`config.mk`:
```
export PLATFORM = sky130hd
export DESIGN_NAME = sdr_ctrl_end_flat
export DESIGN_NICKNAME = d
export VERILOG_FILES = /design/src/rtl/sdr_pkg.sv /design/src/rtl/sdr_pin_if.sv /design/src/rtl/sdr_ctrl_end.sv /design/src/flat_wrapper.sv
export SDC_FILE = /design/constraint.sdc
export NUM_CORES = 1
export LEC_CHECK = 0
export BUFFER_PORTS_ARGS = -buffer_cell sky130_fd_sc_hd__buf_4
export CAP_MARGIN = 20
export CORE_ASPECT_RATIO = 1.25
export CORE_UTILIZATION = 55
export DETAILED_ROUTE_END_ITERATION = 8
export GPL_ROUTABILITY_DRIVEN = 0
export MAX_ROUTING_LAYER = met4
export PLACE_DENSITY_LB_ADDON = 0.25
export SYNTH_ARGS = -nofsm -noshare
export SYNTH_HDL_FRONTEND = slang
export SYNTH_SLANG_ARGS = --single-unit
```
`constraint.sdc`:
```
create_clock -name sys_clk -period 4.7 [get_ports sys_clk]
set_clock_uncertainty 0.1 [all_clocks]
set_input_delay 0.235 -clock sys_clk [delete_from_list [all_inputs] [get_ports sys_clk]]
set_output_delay 0.235 -clock sys_clk [all_outputs]
set_load 0.01 [all_outputs]
```
`src/rtl/sdr_pkg.sv`:
```
/*
  Shared constants, command encodings and helpers for the SDRAM pin command
  interface, used by the memory end and the controller end.
  Assumes a single 20 MHz sys_clk shared by both ends.
*/
package sdr_pkg;
  // ==========================================================
  // Geometry, 32-bit configuration
  localparam int DQ_W = 32;
  localparam int LANES = 4;
  localparam int BA_W = 2;
  localparam int ADDR_W = 13;
  localparam int COL_W = 9;
  localparam int BANKS = 4;
  localparam int ROWS_X32 = 4096;
  localparam int ROWS_X16 = 8192;
  localparam int COLS = 512;
  localparam int AP_BIT = 10;
  localparam logic [ADDR_W-1:0] AP_MASK = ADDR_W'(1 << AP_BIT);
  // Storage model depth: bank, low row bit, low column bits
  localparam int MEM_COL_W = 5;
  localparam int MEM_AW = BA_W + 1 + MEM_COL_W;

  // ==========================================================
  // Mode register op-code fields
  localparam int BL_LSB = 0;
  localparam int CL_LSB = 4;
  localparam logic [2:0] BL_1 = 3'h0;
  localparam logic [2:0] BL_2 = 3'h1;
  localparam logic [2:0] BL_4 = 3'h2;
  localparam logic [2:0] BL_8 = 3'h3;
  localparam logic [2:0] BL_PAGE = 3'h7;
  localparam logic [2:0] CL_2 = 3'h2;
  localparam logic [ADDR_W-1:0] CTRL_MODE_WORD = ADDR_W'({CL_2, 1'b0, BL_1});

  // ==========================================================
  // Pin code {RAS#, CAS#, WE#}
  localparam logic [2:0] PIN_LMR = 3'h0;
  localparam logic [2:0] PIN_REF = 3'h1;
  localparam logic [2:0] PIN_PRE = 3'h2;
  localparam logic [2:0] PIN_ACT = 3'h3;
  localparam logic [2:0] PIN_WRITE = 3'h4;
  localparam logic [2:0] PIN_READ = 3'h5;
  localparam logic [2:0] PIN_BST = 3'h6;
  localparam logic [2:0] PIN_NOP = 3'h7;

  typedef enum logic [3:0] {
    CMD_INHIBIT = 4'h0, CMD_NOP = 4'h1, CMD_ACT = 4'h2, CMD_READ = 4'h3, CMD_WRITE = 4'h4,
    CMD_PRE = 4'h5, CMD_REF = 4'h6, CMD_LMR = 4'h7, CMD_BST = 4'h8
  } sdr_cmd_e;

  typedef enum logic [2:0] {
    PWR_RUN = 3'h0, PWR_PDN_PRE = 3'h1, PWR_PDN_ACT = 3'h2, PWR_SELF_REF = 3'h3,
    PWR_DEEP_PD = 3'h4, PWR_SUSPEND = 3'h5
  } sdr_pwr_e;

  // ==========================================================
  // Timing
  localparam int CLK_PERIOD_NS = 50;
  localparam int T_RCD_NS = 18;
  localparam int T_RP_NS = 18;
  localparam int T_WR_NS = 15;
  localparam int T_INIT_US = 100;
  localparam int T_RCD_CYC = (T_RCD_NS + CLK_PERIOD_NS - 1) / CLK_PERIOD_NS;
  localparam int T_RP_CYC = (T_RP_NS + CLK_PERIOD_NS - 1) / CLK_PERIOD_NS;
  localparam int T_WR_CYC = (T_WR_NS + CLK_PERIOD_NS - 1) / CLK_PERIOD_NS;
  localparam int T_INIT_CYC = (T_INIT_US * 1000 + CLK_PERIOD_NS - 1) / CLK_PERIOD_NS;
  localparam int T_MRD_CYC = 2;
  localparam int T_XP_CYC = 1;
  localparam int RD_TIMEOUT_CYC = 8;
  localparam int TIMER_W = 12;
  localparam int FIFO_DEPTH = 32;

  function automatic sdr_cmd_e cmd_decode(input logic csN, input logic [2:0] rcw);
    sdr_cmd_e c;
    c = CMD_INHIBIT;
    if (!csN) begin
      case (rcw)
        PIN_LMR: c = CMD_LMR;
        PIN_REF: c = CMD_REF;
        PIN_PRE: c = CMD_PRE;
        PIN_ACT: c = CMD_ACT;
        PIN_WRITE: c = CMD_WRITE;
        PIN_READ: c = CMD_READ;
        PIN_BST: c = CMD_BST;
        default: c = CMD_NOP;
      endcase
    end
    return c;
  endfunction

  // Words remaining after the first, per burst length code
  function automatic logic [COL_W-1:0] burst_rest(input logic [2:0] bl);
    logic [COL_W-1:0] r;
    r = '0;
    case (bl)
      BL_2: r = COL_W'(1);
      BL_4: r = COL_W'(3);
      BL_8: r = COL_W'(7);
      BL_PAGE: r = COL_W'(COLS - 1);
      default: r = '0;
    endcase
    return r;
  endfunction
endpackage

```
`src/rtl/sdr_pin_if.sv`:
```
/*
  Pin-level bundle between the SDRAM controller and the memory end.
  Assumes both ends share sys_clk; the data bus is split into two directed
  halves with active-low enables, each end reads the other end's half directly.
*/
`timescale 1ns/100ps
`default_nettype none
interface sdr_pin_if;
  import sdr_pkg::*;
  logic cke;
  logic csN;
  logic rasN;
  logic casN;
  logic weN;
  logic [BA_W-1:0] ba;
  logic [ADDR_W-1:0] addr;
  logic [LANES-1:0] dqm;
  logic [DQ_W-1:0] dqCtrl;
  logic dqCtrlOeN;
  logic [DQ_W-1:0] dqMem;
  logic [LANES-1:0] dqMemOeN;

  modport mem (input cke, csN, rasN, casN, weN, ba, addr, dqm, dqCtrl, dqCtrlOeN,
               output dqMem, dqMemOeN);
  modport ctrl (output cke, csN, rasN, casN, weN, ba, addr, dqm, dqCtrl, dqCtrlOeN,
                input dqMem, dqMemOeN);
endinterface // sdr_pin_if
`default_nettype wire

```
`src/rtl/sdr_ctrl_end.sv`:
```
/*
  Controller end of the SDRAM pin interface and its write-data FIFO.
  Assumes the memory end shares sys_clk; single-word accesses with
  autoprecharge, burst length one and CAS latency two.
*/
`timescale 1ns/100ps
`default_nettype none
module sdr_fifo #(
  parameter int W = 32,
  parameter int DEPTH = 32
) (
  input wire logic sys_clk,
  input wire logic rst_n,
  input wire logic inValid,
  input wire logic [W-1:0] inData,
  output logic inReady,
  output logic outValid,
  output logic [W-1:0] outData,
  input wire logic outReady
);
  localparam int AW = $clog2(DEPTH);

  typedef struct packed {
    logic [AW-1:0] wp;
    logic [AW-1:0] rp;
    logic [AW:0] count;
    logic inReady;
    logic outValid;
  } sdr_fifo_s;

  sdr_fifo_s q;
  sdr_fifo_s d;
  logic [W-1:0] store [0:DEPTH-1];
  logic push;
  logic pop;

  always_comb begin
    d = q;
    push = inValid && q.inReady;
    pop = outReady && q.outValid;
    if (push) begin
      d.wp = q.wp + 1'b1;
    end
    if (pop) begin
      d.rp = q.rp + 1'b1;
    end
    if (push && !pop) begin
      d.count = q.count + 1'b1;
    end else if (pop && !push) begin
      d.count = q.count - 1'b1;
    end
    d.inReady = (d.count != (AW+1)'(DEPTH));
    d.outValid = (d.count != '0);
  end

  always_ff @(posedge sys_clk) begin
    if (push) begin
      store[q.wp] <= inData;
    end
  end

  always_ff @(posedge sys_clk or negedge rst_n) begin
    if (!rst_n) begin
      q <= '0;
      q.inReady <= 1'b1;
    end else begin
      q <= d;
    end
  end

  assign inReady = q.inReady;
  assign outValid = q.outValid;
  assign outData = store[q.rp];
endmodule // sdr_fifo

module sdr_ctrl_end
  import sdr_pkg::*;
(
  input wire logic sys_clk,
  input wire logic rst_n,
  sdr_pin_if.ctrl pins,
  input wire logic sleepReq,
  input wire logic cmdValid,
  output logic cmdReady,
  input wire logic cmdWrite,
  input wire logic [BA_W-1:0] cmdBank,
  input wire logic [ADDR_W-1:0] cmdRow,
  input wire logic [COL_W-1:0] cmdCol,
  input wire logic [LANES-1:0] cmdMask,
  input wire logic wrValid,
  input wire logic [DQ_W-1:0] wrData,
  output logic wrReady,
  output logic rdValid,
  output logic [DQ_W-1:0] rdData,
  output logic initDone
);
  typedef enum logic [3:0] {
    C_INIT = 4'h0, C_PRE_ALL = 4'h1, C_MRS = 4'h2, C_IDLE = 4'h3, C_SLEEP = 4'h4,
    C_ACT = 4'h5, C_READ_WAIT = 4'h6, C_RECOVER = 4'h7
  } sdr_ctl_e;

  typedef struct packed {
    sdr_ctl_e state;
    logic [TIMER_W-1:0] timer;
    logic cke;
    logic csN;
    logic [2:0] rcw;
    logic [BA_W-1:0] ba;
    logic [ADDR_W-1:0] addr;
    logic [LANES-1:0] dqm;
    logic [DQ_W-1:0] dqOut;
    logic dqOeN;
    logic cmdReady;
    logic rdValid;
    logic [DQ_W-1:0] rdData;
    logic initDone;
    logic isWrite;
    logic [BA_W-1:0] bank;
    logic [COL_W-1:0] col;
    logic [LANES-1:0] mask;
  } sdr_ctl_s;

  sdr_ctl_s q;
  sdr_ctl_s d;
  logic fifoValid;
  logic [DQ_W-1:0] fifoData;
  logic fifoPop;

  sdr_fifo #(.W(DQ_W), .DEPTH(FIFO_DEPTH)) u_wr_fifo (
    .sys_clk(sys_clk),
    .rst_n(rst_n),
    .inValid(wrValid),
    .inData(wrData),
    .inReady(wrReady),
    .outValid(fifoValid),
    .outData(fifoData),
    .outReady(fifoPop)
  );

  // ==========================================================
  // Sequencer
  always_comb begin
    d = q;
    fifoPop = 1'b0;
    d.csN = 1'b1;
    d.rcw = PIN_NOP;
    d.dqm = '0;
    d.dqOeN = 1'b1;
    d.rdValid = 1'b0;
    d.cmdReady = 1'b0;
    if (q.timer != '0) begin
      d.timer = q.timer - 1'b1;
    end
    case (q.state)
      C_INIT: begin
        if (q.timer == '0) begin
          d.csN = 1'b0;
          d.rcw = PIN_PRE;
          d.addr = AP_MASK;
          d.timer = TIMER_W'(T_RP_CYC);
          d.state = C_PRE_ALL;
        end
      end
      C_PRE_ALL: begin
        if (q.timer == '0) begin
          d.csN = 1'b0;
          d.rcw = PIN_LMR;
          d.addr = CTRL_MODE_WORD;
          d.timer = TIMER_W'(T_MRD_CYC);
          d.state = C_MRS;
        end
      end
      C_MRS: begin
        if (q.timer == '0) begin
          d.initDone = 1'b1;
          d.cmdReady = 1'b1;
          d.state = C_IDLE;
        end
      end
      C_IDLE: begin
        if (sleepReq) begin
          d.cke = 1'b0;
          d.state = C_SLEEP;
        end else if (cmdValid && q.cmdReady && (!cmdWrite || fifoValid)) begin
          d.isWrite = cmdWrite;
          d.bank = cmdBank;
          d.col = cmdCol;
          d.mask = cmdMask;
          d.csN = 1'b0;
          d.rcw = PIN_ACT;
          d.ba = cmdBank;
          d.addr = cmdRow;
          d.timer = TIMER_W'(T_RCD_CYC);
          d.state = C_ACT;
        end else begin
          d.cmdReady = 1'b1;
        end
      end
      C_SLEEP: begin
        if (!sleepReq) begin
          d.cke = 1'b1;
          d.timer = TIMER_W'(T_XP_CYC);
          d.state = C_RECOVER;
        end
      end
      C_ACT: begin
        if (q.timer == '0) begin
          d.csN = 1'b0;
          d.rcw = q.isWrite ? PIN_WRITE : PIN_READ;
          d.ba = q.bank;
          d.addr = ADDR_W'(q.col) | AP_MASK;
          if (q.isWrite) begin
            d.dqm = q.mask;
            d.dqOut = fifoData;
            d.dqOeN = 1'b0;
            fifoPop = 1'b1;
            d.timer = TIMER_W'(T_WR_CYC + T_RP_CYC);
            d.state = C_RECOVER;
          end else begin
            d.timer = TIMER_W'(RD_TIMEOUT_CYC);
            d.state = C_READ_WAIT;
          end
        end
      end
      C_READ_WAIT: begin
        if (pins.dqMemOeN != '1) begin
          d.rdData = pins.dqMem;
          d.rdValid = 1'b1;
          d.timer = TIMER_W'(T_RP_CYC);
          d.state = C_RECOVER;
        end else if (q.timer == '0) begin
          d.state = C_RECOVER;
        end
      end
      C_RECOVER: begin
        if (q.timer == '0) begin
          d.cmdReady = 1'b1;
          d.state = C_IDLE;
        end
      end
      default: d.state = C_INIT;
    endcase
  end

  always_ff @(posedge sys_clk or negedge rst_n) begin
    if (!rst_n) begin
      q <= '0;
      q.state <= C_INIT;
      q.timer <= TIMER_W'(T_INIT_CYC);
      q.cke <= 1'b1;
      q.csN <= 1'b1;
      q.rcw <= PIN_NOP;
      q.dqOeN <= 1'b1;
    end else begin
      q <= d;
    end
  end

  assign pins.cke = q.cke;
  assign pins.csN = q.csN;
  assign pins.rasN = q.rcw[2];
  assign pins.casN = q.rcw[1];
  assign pins.weN = q.rcw[0];
  assign pins.ba = q.ba;
  assign pins.addr = q.addr;
  assign pins.dqm = q.dqm;
  assign pins.dqCtrl = q.dqOut;
  assign pins.dqCtrlOeN = q.dqOeN;
  assign cmdReady = q.cmdReady;
  assign rdValid = q.rdValid;
  assign rdData = q.rdData;
  assign initDone = q.initDone;
endmodule // sdr_ctrl_end
`default_nettype wire

```
`src/flat_wrapper.sv`:
```
// flat-port wrapper written by rule: the top's interface ports become plain ports
module sdr_ctrl_end_flat import sdr_pkg::*;
  (sys_clk, rst_n, sleepReq, cmdValid, cmdReady, cmdWrite, cmdBank, cmdRow, cmdCol, cmdMask, wrValid, wrData, wrReady, rdValid, rdData, initDone, pins_cke, pins_csN, pins_rasN, pins_casN, pins_weN, pins_ba, pins_addr, pins_dqm, pins_dqCtrl, pins_dqCtrlOeN, pins_dqMem, pins_dqMemOeN);
  sdr_pin_if pins_i ();
  input wire logic sys_clk;
  input wire logic rst_n;
  input wire logic sleepReq;
  input wire logic cmdValid;
  output logic cmdReady;
  input wire logic cmdWrite;
  input wire logic [BA_W-1:0] cmdBank;
  input wire logic [ADDR_W-1:0] cmdRow;
  input wire logic [COL_W-1:0] cmdCol;
  input wire logic [LANES-1:0] cmdMask;
  input wire logic wrValid;
  input wire logic [DQ_W-1:0] wrData;
  output logic wrReady;
  output logic rdValid;
  output logic [DQ_W-1:0] rdData;
  output logic initDone;
  output wire logic [$bits(pins_i.cke)-1:0] pins_cke;
  output wire logic [$bits(pins_i.csN)-1:0] pins_csN;
  output wire logic [$bits(pins_i.rasN)-1:0] pins_rasN;
  output wire logic [$bits(pins_i.casN)-1:0] pins_casN;
  output wire logic [$bits(pins_i.weN)-1:0] pins_weN;
  output wire logic [$bits(pins_i.ba)-1:0] pins_ba;
  output wire logic [$bits(pins_i.addr)-1:0] pins_addr;
  output wire logic [$bits(pins_i.dqm)-1:0] pins_dqm;
  output wire logic [$bits(pins_i.dqCtrl)-1:0] pins_dqCtrl;
  output wire logic [$bits(pins_i.dqCtrlOeN)-1:0] pins_dqCtrlOeN;
  input wire logic [$bits(pins_i.dqMem)-1:0] pins_dqMem;
  input wire logic [$bits(pins_i.dqMemOeN)-1:0] pins_dqMemOeN;
  assign pins_cke = pins_i.cke;
  assign pins_csN = pins_i.csN;
  assign pins_rasN = pins_i.rasN;
  assign pins_casN = pins_i.casN;
  assign pins_weN = pins_i.weN;
  assign pins_ba = pins_i.ba;
  assign pins_addr = pins_i.addr;
  assign pins_dqm = pins_i.dqm;
  assign pins_dqCtrl = pins_i.dqCtrl;
  assign pins_dqCtrlOeN = pins_i.dqCtrlOeN;
  assign pins_i.dqMem = pins_dqMem;
  assign pins_i.dqMemOeN = pins_dqMemOeN;
  sdr_ctrl_end u_core (.sys_clk(sys_clk), .rst_n(rst_n), .pins(pins_i), .sleepReq(sleepReq), .cmdValid(cmdValid), .cmdReady(cmdReady), .cmdWrite(cmdWrite), .cmdBank(cmdBank), .cmdRow(cmdRow), .cmdCol(cmdCol), .cmdMask(cmdMask), .wrValid(wrValid), .wrData(wrData), .wrReady(wrReady), .rdValid(rdValid), .rdData(rdData), .initDone(initDone));
endmodule
```
==> reports/summary.txt <==
clock power share - 39.5%
minimum clock period - 3.49 ns
worst slack at placement - 1.23 ns
cell row count - 116
DR vias/cell - 6.28
Hold Vio Cnt, Final - 0
dpl cells - 3,338
Post-Layout Cell Count - 3,647
Primary FF master, synth - edfxtp_1
total nets after synthesis - 2,324
CTS Buffer Depth - 3
Yosys Warn Count - 0
Clock transition at path regs - 0.07 ns
area delta synth->final - 16.5%
setup slack after layout - 1.21 ns
Vias - 22.9k
Int Power - 17.5 mW
final wirelength - 109,000 µm
die area - 82,800 µm²
endpoints failing setup - 0
VDD IR-drop max - 0.298 mV
post-route cell area - 52,300 µm²
crit path capture - u_core.u_wr_fifo.outValid
power per cell area - 430 nW/µm²
EDFF count, synth - 1,024
crit path from - u_core.q[108]
grt total ovfl - 0
leakage power - 17.3 nW
WL per Instance - 29.8 µm
post-synth top area cell - edfxtp_1
Yosys reg bits - 1,165
r2r worst-path depth - 8
gr usage total - 27.5%
Critical-path top delay cell - nor4_4
dpl cell area - 47,600 µm²
drt first-iter violations - 2,357
HPWL after DPL - 67,600 µm
Clk Latency, worst-skew pair - 0.70 ns
crit path capture type - flip-flop
Core Box Area - 80,400 µm²
CP Class - reg2reg
Final ANT Viol Nets - 0
vias in the first global route - 23.5k
max frequency - 0.286 GHz
Psw - 4.99 mW
H-Tree Depth - 3
largest net degree at the start of global routing - 71
CTS tree - yes
Post-Synthesis Cells - 2,212
Worst Setup Start Kind - flip-flop
width of the die - 258 µm
Max Cap Viol - 0
share of cells above drive strength 1 - 30.6%
first-pass GRT wire length - 158,000 µm
Required @ worst endpoint - 5.17 ns
Slew Viols, Final - 0
slowest cell delay on critical path - 0.91 ns
Initial Util - 55.8%
mean post-synth cell area - 20.3 µm²
FF-to-FF Start - u_core.q[108]
total power - 22.5 mW
Clock Root Buffer - clkbuf_16
unrepaired setup endpoints after global routing - no
Netlist Area Pre-Place - 44,900 µm²
height of the die - 321 µm
Final Cycle Share - 74.3%
Reg2Reg Setup Slack - 1.21 ns
largest cells by area after synthesis - edfxtp_1 68%, mux4_2 12%, dfrtp_1 7.1%
total CTS buffers - 109
Sink Count - 1,165
status - finished clean
# IOs - 195
crit path max fanout - 16
critical path cell sequence - inv_1, ha_1, or4b_1, nor4_4, mux2i_1, nand3_1, a2111oi_2, nand2b_1
final routed DRC violation total - 0
most frequent cells in the layout - 1,024 x edfxtp_1, 248 x mux4_2, 240 x buf_4, 125 x dfrtp_1, 118 x o22ai_1
async set-or-reset flop fraction in the synthesized netlist - 12.1%
post-route setup TNS - 0 ns
Buffers on Ports - 194
Pre-antenna DRT Iters - 7
Nets - 2,604
Worst Path Arrival - 3.97 ns
initial antenna violation count - 1
Synth top area share - 68.5%
part of the power in registers - 54.0%
commonest non-fill, non-tap cell in the layout - edfxtp_1
Synth cell types - 58
r2r endpoint - u_core.u_wr_fifo.outValid
Slew HR - 31.6%
switch share - 22.1%
Worst-Margin Slew - 1.02 ns
worst min path class - in2reg
Comb pwr share - 6.5%
register area share after synthesis - 76.4%
[cells by family (layout without fill, tap and decap cells)]
group	count (synthesis)	in the layout	synth area share, %
compound gates	245	245	3.48
mux	316	316	14.1
buf+inv	218	589	2.62
simple gates	239	239	2.78
other cells	0	2	0
fa+ha+maj	10	10	0.279
flops	1165	1165	76.4
xor+xnor	19	19	0.371
[layer usage]
| layer | part of all wire, % | vias to the layer above | global-route usage, % | wire length, µm |
|---|---|---|---|---|
| met5 | 0 | - | - | 0 |
| li1 | - | 9570 | - | - |
| met2 | 53 | 1054 | 47.1 | 57800 |
| met1 | 37 | 12109 | 33.1 | 39800 |
| met3 | 6.3 | 188 | 3.42 | 6840 |
| met4 | 4.1 | 0 | 11.5 | 4430 |
[sequential cells by signal, indices dropped and copies added, names as in the netlist, 2 cells and up]
register	flops
u_core.pins.ba	2
u_core.pins.dqm	4
u_core.u_wr_fifo.q	16
u_core.rdData	32
u_core.q	31
u_core.pins.dqCtrl	32
u_core.u_wr_fifo.store	1024
u_core.pins.addr	13
[critical path: cells and delay by family (launching register included)]
family          cells  cell delay, ns
fa+ha+maj           1            0.20
compound gates      1            0.48
buf+inv             1            0.10
mux                 1            0.37
flops               1            0.41
simple gates        4            1.69
[Yosys cell counts, types with 8 or more instances]
cell type	instances
nor3_1	10
mux2_2	44
nor2b_1	9
dfrtp_1	128
a21oi_1	20
mux4_2	248
o21ai_1	16
nor2_1	63
xnor2_1	12
buf_4	84
clkbuf_1	58
edfxtp_1	1024
o22ai_1	118
or4_1	29
dfstp_2	13
o21ai_0	30
inv_1	23
ha_1	10
mux2_1	9
nand2_1	65
buf_1	18
nand3_1	8
a22oi_1	18
buf_2	33
mux2i_1	15
[how the worst min path moves through the flow]
stage / startpoint / end / slack, ns / cells past startpoint
6_report: cmdValid / u_core.q[122] / 0.05 / 5
5_1_grt: cmdValid / u_core.q[122] / 0.08 / 5
4_1_cts: cmdValid / u_core.q[122] / 0.000009 / 5
3_5_place_dp: rst_n / u_core.rdData[5] / -0.0007 / 1
3_3_place_gp: rst_n / u_core.rdData[5] / -0.005 / 1
2_1_floorplan: rst_n / u_core.cmdReady / -0.16 / 0
[power groups by stage]
stage	registers, mW	clock network, mW	logic, mW
floorplan	12.3	0	0.696
global placement	12.3	0	1.32
detailed placement	12.4	0	1.39
CTS	12.1	9.04	1.46
global route	12.2	9.41	1.56
finish	12.1	8.90	1.46
[timing repair]
action,CTS,global route
hold buffers,100,0
endpoints found under the hold margin,1222,0
buffers inserted,0,0
gates resized for setup,0,0
[final cells by class]
type | count | area [µm²]
diodes | 2 | 5.00
clock buffers | 134 | 2880
clock inverters | 68 | 752
fillers | 5172 | 28100
inverters | 25 | 93.8
multi-input cells | 829 | 9700
flip-flops and latches | 1165 | 34300
well taps | 1062 | 1330
repair buffers | 362 | 3270
[through the flow]
stage	util [%]	hold slack, ns
after global routing	65.1	0.0815
after CTS	65.0	0.00000866
after global placement	58.9	-0.00461
after floorplan	-	-0.161
final	65.1	0.0505
after detailed placement	59.2	-0.000705
No activity file was read; power rests on OpenSTA's default activity.
